$ cat src/rtl/adc_readout_pkg.sv
`default_nettype none
package adc_readout_pkg;

  localparam int RESULT_WIDTH = 12;
  localparam int CLOCKS_PER_SAMPLE = 16;
  localparam int FIFO_DEPTH = 16;
  localparam int CONV_COUNT_WIDTH = 5;
  localparam logic [RESULT_WIDTH-1:0] RESULT_RESET = 12'h000;
  localparam logic [CONV_COUNT_WIDTH-1:0] CONV_COUNT_RESET = 5'h00;

  typedef enum logic [1:0] {
    CONV_IDLE,
    CONV_RUN,
    CONV_PUSH
  } conv_state_e;

  // One finished conversion: the pair index and both side results
  typedef struct packed {
    logic pair;
    logic [RESULT_WIDTH-1:0] side_a;
    logic [RESULT_WIDTH-1:0] side_b;
  } conv_record_s;

  // Host-side strobes of the parallel port
  typedef struct packed {
    logic conversion_trigger;
    logic channel_pick;
    logic select_n;
    logic read_n;
  } host_pins_s;

endpackage
`default_nettype wire

$ cat src/rtl/record_fifo.sv
`timescale 1ns/1ps
`default_nettype none
module record_fifo #(
  parameter int WIDTH = 25,
  parameter int DEPTH = 16
) (
  input wire logic clock,
  input wire logic reset,
  input wire logic [WIDTH-1:0] in_data,
  input wire logic in_valid,
  output logic in_ready,
  output logic [WIDTH-1:0] out_data,
  output logic out_valid,
  input wire logic out_ready
);

  localparam int AW = (DEPTH > 1) ? $clog2(DEPTH) : 1;
  localparam int CW = $clog2(DEPTH + 1);

  logic [WIDTH-1:0] mem [DEPTH];
  logic [AW-1:0] wr_q, wr_d, rd_q, rd_d;
  logic [CW-1:0] count_q, count_d;
  logic push, pop;

  assign in_ready = (count_q != CW'(DEPTH));
  assign out_valid = (count_q != '0);
  assign out_data = mem[rd_q];
  assign push = in_valid && in_ready;
  assign pop = out_valid && out_ready;

  always_comb begin
    wr_d = wr_q;
    rd_d = rd_q;
    count_d = count_q;
    if (push) begin
      wr_d = (wr_q == AW'(DEPTH - 1)) ? '0 : wr_q + 1'b1;
    end
    if (pop) begin
      rd_d = (rd_q == AW'(DEPTH - 1)) ? '0 : rd_q + 1'b1;
    end
    if (push && !pop) begin
      count_d = count_q + 1'b1;
    end else if (pop && !push) begin
      count_d = count_q - 1'b1;
    end
  end

  always_ff @(posedge clock or posedge reset) begin
    if (reset) begin
      wr_q <= '0;
      rd_q <= '0;
      count_q <= '0;
    end else begin
      wr_q <= wr_d;
      rd_q <= rd_d;
      count_q <= count_d;
    end
  end

  // Storage carries no reset; only the pointers and the count define validity
  always_ff @(posedge clock) begin
    if (push) begin
      mem[wr_q] <= in_data;
    end
  end

endmodule
`default_nettype wire

$ cat src/rtl/dual_adc_parallel_readout.sv
// Contract
// - Busy high while a conversion runs and until its record enters the buffer
// - Conversion paced by external clock, sixteen per sample
// - Trigger falling edge latches channel_pick pair choice
// - First read edge gives A, second gives B
// - channel_pick during read picks input 0 or 1
`timescale 1ns/1ps
`default_nettype none
module dual_adc_parallel_readout
  import adc_readout_pkg::*;
#(
  parameter int WIDTH = RESULT_WIDTH,
  parameter int CONV_CLOCKS = CLOCKS_PER_SAMPLE,
  parameter int DEPTH = FIFO_DEPTH
) (
  input wire logic clock,
  input wire logic reset,
  input wire host_pins_s host_pins,
  input wire logic conv_clock,
  input wire logic [WIDTH-1:0] sample_a,
  input wire logic [WIDTH-1:0] sample_b,
  output logic conv_pair,
  output logic busy,
  output logic [WIDTH-1:0] result_bus_out,
  output logic result_bus_oe,
  output logic fifo_full
);

  // ************************************************************
  // Edge detection on host pins and the conversion clock
  // ************************************************************
  logic trig_prev_q, trig_prev_d;
  logic read_prev_q, read_prev_d;
  logic cclk_prev_q, cclk_prev_d;
  logic trig_fall, read_fall, cclk_rise, selected;

  assign selected = !host_pins.select_n;
  assign trig_fall = trig_prev_q && !host_pins.conversion_trigger;
  assign read_fall = read_prev_q && !host_pins.read_n;
  assign cclk_rise = !cclk_prev_q && conv_clock;

  always_comb begin
    trig_prev_d = host_pins.conversion_trigger;
    read_prev_d = host_pins.read_n;
    cclk_prev_d = conv_clock;
  end

  always_ff @(posedge clock or posedge reset) begin
    if (reset) begin
      trig_prev_q <= 1'b1;
      read_prev_q <= 1'b1;
      cclk_prev_q <= 1'b0;
    end else begin
      trig_prev_q <= trig_prev_d;
      read_prev_q <= read_prev_d;
      cclk_prev_q <= cclk_prev_d;
    end
  end

  // ************************************************************
  // Conversion sequencer
  // ************************************************************
  conv_state_e state_q, state_d;
  logic [CONV_COUNT_WIDTH-1:0] count_q, count_d;
  logic pair_q, pair_d;
  conv_record_s record_q, record_d;
  logic push_valid, push_ready;

  assign push_valid = (state_q == CONV_PUSH);

  always_comb begin
    state_d = state_q;
    count_d = count_q;
    pair_d = pair_q;
    record_d = record_q;
    case (state_q)
      CONV_IDLE: begin
        if (trig_fall) begin
          pair_d = host_pins.channel_pick;
          count_d = CONV_COUNT_RESET;
          state_d = CONV_RUN;
        end
      end
      CONV_RUN: begin
        // Only edges of the external clock advance the conversion
        if (cclk_rise) begin
          if (count_q == CONV_COUNT_WIDTH'(CONV_CLOCKS - 1)) begin
            record_d.pair = pair_q;
            record_d.side_a = sample_a;
            record_d.side_b = sample_b;
            state_d = CONV_PUSH;
          end else begin
            count_d = count_q + 1'b1;
          end
        end
      end
      CONV_PUSH: begin
        // A full buffer holds the sequencer here, so busy stretches
        if (push_ready) begin
          state_d = CONV_IDLE;
        end
      end
      default: begin
        state_d = CONV_IDLE;
      end
    endcase
  end

  always_ff @(posedge clock or posedge reset) begin
    if (reset) begin
      state_q <= CONV_IDLE;
      count_q <= CONV_COUNT_RESET;
      pair_q <= 1'b0;
      record_q <= '0;
    end else begin
      state_q <= state_d;
      count_q <= count_d;
      pair_q <= pair_d;
      record_q <= record_d;
    end
  end

  assign busy = (state_q != CONV_IDLE);
  assign conv_pair = pair_q;

  // ************************************************************
  // Result buffer
  // ************************************************************
  conv_record_s pop_data;
  logic pop_valid, pop_ready;
  logic read_mid_q, read_mid_d;

  // Draining pauses between the A and B reads so a pair stays coherent
  assign pop_ready = !read_mid_q;
  assign fifo_full = !push_ready;

  record_fifo #(
    .WIDTH($bits(conv_record_s)),
    .DEPTH(DEPTH)
  ) u_fifo (
    .clock(clock),
    .reset(reset),
    .in_data(record_q),
    .in_valid(push_valid),
    .in_ready(push_ready),
    .out_data(pop_data),
    .out_valid(pop_valid),
    .out_ready(pop_ready)
  );

  // ************************************************************
  // Result registers, indexed by input number
  // ************************************************************
  logic [WIDTH-1:0] res_a_q [2];
  logic [WIDTH-1:0] res_a_d [2];
  logic [WIDTH-1:0] res_b_q [2];
  logic [WIDTH-1:0] res_b_d [2];

  genvar gi;
  generate
    for (gi = 0; gi < 2; gi++) begin : g_input
      always_comb begin
        res_a_d[gi] = res_a_q[gi];
        res_b_d[gi] = res_b_q[gi];
        if (pop_valid && pop_ready && (pop_data.pair == 1'(gi))) begin
          res_a_d[gi] = pop_data.side_a;
          res_b_d[gi] = pop_data.side_b;
        end
      end

      always_ff @(posedge clock or posedge reset) begin
        if (reset) begin
          res_a_q[gi] <= RESULT_RESET;
          res_b_q[gi] <= RESULT_RESET;
        end else begin
          res_a_q[gi] <= res_a_d[gi];
          res_b_q[gi] <= res_b_d[gi];
        end
      end
    end
  endgenerate

  // ************************************************************
  // Parallel read port
  // ************************************************************
  logic [WIDTH-1:0] out_q, out_d;
  logic oe_q, oe_d;

  always_comb begin
    read_mid_d = read_mid_q;
    out_d = out_q;
    oe_d = selected && !host_pins.read_n;
    if (!selected) begin
      read_mid_d = 1'b0;
    end else if (read_fall) begin
      if (!read_mid_q) begin
        out_d = res_a_q[host_pins.channel_pick];
        read_mid_d = 1'b1;
      end else begin
        out_d = res_b_q[host_pins.channel_pick];
        read_mid_d = 1'b0;
      end
    end
  end

  always_ff @(posedge clock or posedge reset) begin
    if (reset) begin
      read_mid_q <= 1'b0;
      out_q <= RESULT_RESET;
      oe_q <= 1'b0;
    end else begin
      read_mid_q <= read_mid_d;
      out_q <= out_d;
      oe_q <= oe_d;
    end
  end

  assign result_bus_out = out_q;
  assign result_bus_oe = oe_q;

endmodule
`default_nettype wire

$ cat config.mk
export PLATFORM = sky130hd
export DESIGN_NAME = dual_adc_parallel_readout
export DESIGN_NICKNAME = d
export VERILOG_FILES = /design/src/rtl/adc_readout_pkg.sv /design/src/rtl/record_fifo.sv /design/src/rtl/dual_adc_parallel_readout.sv
export SDC_FILE = /design/constraint.sdc
export NUM_CORES = 1
export LEC_CHECK = 0
export ABC_AREA = 1
export BUFFER_PORTS_ARGS = -buffer_cell sky130_fd_sc_hd__buf_2
export CAP_MARGIN = 20
export CORE_UTILIZATION = 43
export DETAILED_ROUTE_END_ITERATION = 6
export PLACE_DENSITY_LB_ADDON = 0.08
export SLEW_MARGIN = 20
export SYNTH_ARGS = -nofsm -noshare
export SYNTH_HDL_FRONTEND = slang
export SYNTH_HIERARCHICAL = 1
export SYNTH_SLANG_ARGS = --single-unit
$ cat constraint.sdc
create_clock -name clock -period 3.65 [get_ports clock]
set_clock_uncertainty 0.2 [all_clocks]
set_input_delay 0.365 -clock clock [delete_from_list [all_inputs] [get_ports clock]]
set_output_delay 0.365 -clock clock [all_outputs]
set_load 0.03 [all_outputs]
Word-level counts from Yosys, hierarchy flattened --
Memory sizes are Yosys's and may differ from the RTL's. Index checks and enable logic that the tools add are counted.
Cells by class: multiplexer cells 25, bitwise gates (word level) 3, eq/ne operators 11, add/subtract/negate cells 5, order comparisons 1, reduce and logical (&&, ||, !) cells 29
Operators by type and width (number):
- $mux W12 | 7
- $mux W5 | 5
- $add A5 B1 Y5 const B | 2
- $logic_and A1 B1 Y1 | 10
- $ne A2 B2 Y1 const B | 5
- $pmux W5 S2 | 1
- $add A4 B1 Y4 const B | 2
- $eq A4 B4 Y1 const B | 2
- $logic_not A1 Y1 | 8
- $mux W2 | 4
- $mux W4 | 2
- $reduce_and A4 Y1 | 2
- $reduce_bool A2 Y1 | 4
- $pmux W2 S3 | 1
- $eq A5 B4 Y1 const B | 1
- $mux W1 | 5
- $ne A5 B5 Y1 const B | 1
- $reduce_bool A5 Y1 | 1
- $sub A5 B1 Y5 const B | 1
- $reduce_and A2 Y1 | 2
- $reduce_and A3 Y1 | 1
- $eq A2 B1 Y1 const B | 1
- $eq A2 B2 Y1 const B | 1
- $ge A2 B2 Y1 const B | 1
- 3 further kinds | 4
Storage, ports and cells: input port bits 31, bits in writable memories 400, register bits 111, output and inout port bits 16, memories 1
Memory list:
- u_fifo.mem | depth 16, bits a word 25, read ports 1, clocked after Yosys merged registers in 0, wr ports 1, RTL line record_fifo.sv:20 | logic [WIDTH-1:0] mem [DEPTH];

Logic depth before layout (Yosys ltp) --
word-level depth 6, mapped depth 14, gate-level depth less buffers 13

Modules after synthesis --
The synthesis kept the hierarchy.
Modules (own cells, without submodules):
- record_fifo | instances 1, area an instance 18186.2 sq um, cells each 1730
- dual_adc_parallel_readout | instances 1, area an instance 4361.7 sq um, cells each 560

Worst setup path before layout --
Ideal clock, no wire load.
path kind register to register, start register state_q[1], end memory u_fifo.mem[3][0] (enable), data required time 3.012 ns, buffers on the path 0, stages on the path, launching flop included 5, period minus slack after synthesis 3.149 ns, arrival 2.510 ns, slack 0.501 ns, cells stage by stage dfrtp_1 > inv_1 > nor2_1 > nand2_2 > nor3_1
On the way: word-level cells in the longest chain between the ends 4
RTL lines:
- start, declared | RTL line dual_adc_parallel_readout.sv:63 | conv_state_e state_q, state_d;
- start signal, assigned | RTL line dual_adc_parallel_readout.sv:116 | state_q <= state_d;
- $eq A2 B2 Y1 | RTL line dual_adc_parallel_readout.sv:69 | assign push_valid = (state_q == CONV_PUSH);
- via push_valid | RTL line dual_adc_parallel_readout.sv:67 | logic push_valid, push_ready;
- $logic_and A1 B1 Y1 | RTL line record_fifo.sv:28 | assign push = in_valid && in_ready;
- $mux W1 | RTL line record_fifo.sv:62 | if (push) begin
- $mux W1 (not written as such) | RTL line record_fifo.sv:63 | mem[wr_q] <= in_data;
- end, declared | RTL line record_fifo.sv:20
The timed path passes the listed nets, and every way through them passes these cells.

==> Implementation_results.wiki <==
{| class="wikitable"
! Metric !! Value
|-
| Standard cell core area || 51,500 um2
|-
| Post-route DRC violation count || 0
|-
| Crit path required time || 3.94 ns
|-
| Overall power || 17.1 mW
|-
| Pin count of the biggest net entering global routing || 122
|-
| Final worst hold slack || 0.180 ns
|-
| Share of the core filled with cells || 0.496
|-
| Number of register bits inferred by synthesis || 511
|-
| Relative slew slack || 0.368
|-
| Row count || 83
|-
| Cell area after synthesis || 22,500 um2
|-
| Most common cell after layout, fill and taps aside || nand2_1
|-
| Clock root cell || clkbuf_16
|-
| IR Drop Worst-Case VDD || 0.596 mV
|-
| Primary FF master, synth || edfxtp_1
|-
| Most used routing layer in global routing || met2
|-
| Library cells used by synthesis || 34
|-
| Final setup violating endpoints || 0
|-
| Nets in the synthesized netlist || 2,333
|-
| Worst Path Max Fanout || 91
|-
| Layout Area Growth over Synthesis || 13.2%
|-
| Met3 layer usage reported by global route || 0.0338
|-
| Biggest cell delay along the critical path || 0.79 ns
|-
| Actual slew at the worst max-slew pin || 0.948 ns
|-
| Fraction of synthesis flops using an asynchronous set or reset pin || 0.217
|-
| Max-slew violation count || 0
|-
| DRC marker count from the first detailed-route iteration || 1,218
|-
| Routed WL || 57,500 um
|-
| Worst-case setup margin in the final layout || 0.900 ns
|-
| FMAX || 364 MHz
|-
| H-Tree Level Count || 2
|-
| Fin crit share || 0.753
|-
| I/O Pins || 47
|-
| Max-cap check violation count || 0
|-
| Initial antenna violation count || 0
|-
| Type of the tightest min-delay check || primary input to flip-flop
|-
| Total half-perimeter wirelength after legalization and detailed placement || 32,500 um
|-
| Cells after Synth || 2,290
|-
| Family with the most delay on the worst path || buffers and inverters
|-
| Met1 layer usage reported by global route || 0.315
|-
| Cts bufs inserted || 55
|-
| Category of the most critical setup path || flip-flop to flip-flop
|-
| Total global routing overflow || 0
|-
| CTS tree || done
|-
| Number of antenna cells inserted || 0
|-
| Combined global-route utilization of all metal layers || 0.221
|-
| Power density over cell area || 671 nW/um2
|-
| CP endpoint kind || flip-flop
|-
| Resized Gates After CTS || 0
|-
| Time the worst path needs with I/O delays and setup || 2.75 ns
|-
| Wire length per cell after detailed routing || 18.6 um
|-
| Sum of buffers and inverters on the critical path || 2
|-
| Met2 capacity usage during global routing || 0.358
|-
| Total die area || 53,400 um2
|-
| Register area share after synthesis || 0.656
|-
| DP Area || 23,500 um2
|-
| Most frequent cell on the critical path || nand3_1
|-
| Endpoints failing hold || 0
|-
| Via-to-Cell Ratio || 4.90
|-
| Vias in the first global route || 14,900
|-
| Non-Filler Instances || 3,084
|-
| Yosys warns || 6
|-
| Number of sinks on the clock net || 511
|-
| Worst setup slack after placement || 0.938 ns
|-
| Share of cells above drive strength 1 || 0.0944
|-
| Initial DRT Pass Iterations || 5
|-
| Cell total after placement || 2,951
|-
| Final Wtd Congestion || 0.797
|-
| Leakage || 11.9 nW
|-
| Startpoint types || flip-flop
|-
| Count of flip-flops with a built-in enable after synthesis || 400
|-
| Layout net count || 2,400
|-
| Worst skew pair latency || 0.61 ns
|-
| Number of port buffers || 46
|-
| Initial Utilization || 0.438
|-
| Worst-path cell with the longest stage delay || buf_4
|-
| Arr. time, crit path || 3.04 ns
|-
| Deepest clock path buffer count || 3
|-
| Mean Syn Cell Area || 9.85 um2
|-
| Status || finished clean
|-
| Width of the chip || 231 um
|-
| Post-route cell area || 25,500 um2
|-
| Vertical die dimension || 231 um
|-
| Setup total negative slack || 0 ns
|-
| Via count || 15,100
|-
| Most frequent cells in the layout || nand2_1, inv_1, edfxtp_1, nand3_1, dfrtp_1
|-
| Wire length of the first global-routing pass || 88,900 um
|-
| Post-CTS setup repair buffer count || 0
|-
| Critical-path cell list || buf_4 > or2_1 > nand3_1 > nand3_1 > nand3_1 > nand2_1 > inv_1 > o21ai_0
|-
| Setup slack of the most critical reg-to-reg path || 0.90 ns
|-
| Unrepaired setup endpoints after global routing || no
|-
| Clock Pin Slew Worst Setup and Hold Paths || 0.06 ns
|-
| Routed Antenna Nets || 0
|}
final timing paths:
kind | cells after the start | startpoint | to
min reg2reg | 2 | result_bus_out[1] | result_bus_out[1]
min | 6 | host_pins[2] | result_bus_out[1]
max reg2reg | 8 | u_fifo/rd_q[0] | res_a_q[5]
max in group asynchronous | 4 | reset | trig_prev_q
max | 8 | u_fifo/rd_q[0] | res_a_q[5]
min in group asynchronous | 3 | reset | u_fifo/count_q[2]
layout make-up:
| class | count | area (um2) |
|---|---|---|
| flip-flops and latches | 511 | 14800 |
| clock buffers | 80 | 1540 |
| clock inverters | 24 | 173 |
| fillers | 4803 | 26000 |
| inverters | 436 | 1640 |
| multi-input cells | 1238 | 5610 |
| well taps | 680 | 851 |
| repair buffers | 115 | 908 |
sequential cells by signal (all words and copies together), names as in the netlist:
signal          cells
state_q             2
u_fifo/wr_q         4
record_q           25
u_fifo/rd_q         4
u_fifo/count_q      5
count_q             5
res_a_q            24
read_mid_q          1
result_bus_out     12
res_b_q            24
cclk_prev_q         1
result_bus_oe       1
u_fifo/mem        400
trig_prev_q         1
conv_pair           1
read_prev_q         1
cell families after synthesis:
logic type      share of synthesized area
buf+inv                             0.100
compound gates                     0.0137
simple gates                        0.221
xor+xnor                          0.00233
fa+ha+maj                         0.00699
flops                               0.656
per-layer routing:
layer | up-vias | wire, um
met5 | - | 0
met2 | 337 | 27100
met1 | 7292 | 26600
li1 | 7411 | -
met3 | 71 | 2930
met4 | 0 | 915
synth_stat cells, types with 4 or more instances:
| cell | instances | share of area |
|---|---|---|
| or2_2 | 33 | 0.0092 |
| clkbuf_2 | 5 | 0.0011 |
| nor3_1 | 4 | 0.00089 |
| clkbuf_1 | 15 | 0.0025 |
| nand2_1 | 659 | 0.11 |
| or2_1 | 17 | 0.0047 |
| xor2_1 | 4 | 0.0016 |
| dfrtp_1 | 109 | 0.12 |
| buf_2 | 58 | 0.013 |
| o21ai_0 | 55 | 0.012 |
| nor2_1 | 75 | 0.012 |
| nand3_1 | 363 | 0.081 |
| ha_1 | 11 | 0.0061 |
| inv_1 | 430 | 0.072 |
| buf_6 | 15 | 0.0075 |
| edfxtp_1 | 400 | 0.53 |
| a21oi_1 | 4 | 0.00089 |
| buf_4 | 10 | 0.0033 |
power breakdown:
part	internal (mW)	leakage, nW	switching, mW
logic	1.36	6.86	3.33
clock network	3.07	0.839	2.28
registers	6.64	4.19	0.446
total	11.1	11.9	6.05
what timing repair did:
action	4_1_cts	5_1_grt
endpoints found under the hold margin	108	0
setup endpoints to repair	0	0
hold buffers	29	0
worst min-delay path: stages:
cell	delay [ns]
buf_2	0.26
nand2_1	0.13
nand2_1	0.04
nand2_1	0.05
nand2_1	0.04
nand2_1	0.04
No activity file was read; power rests on OpenSTA's default activity.
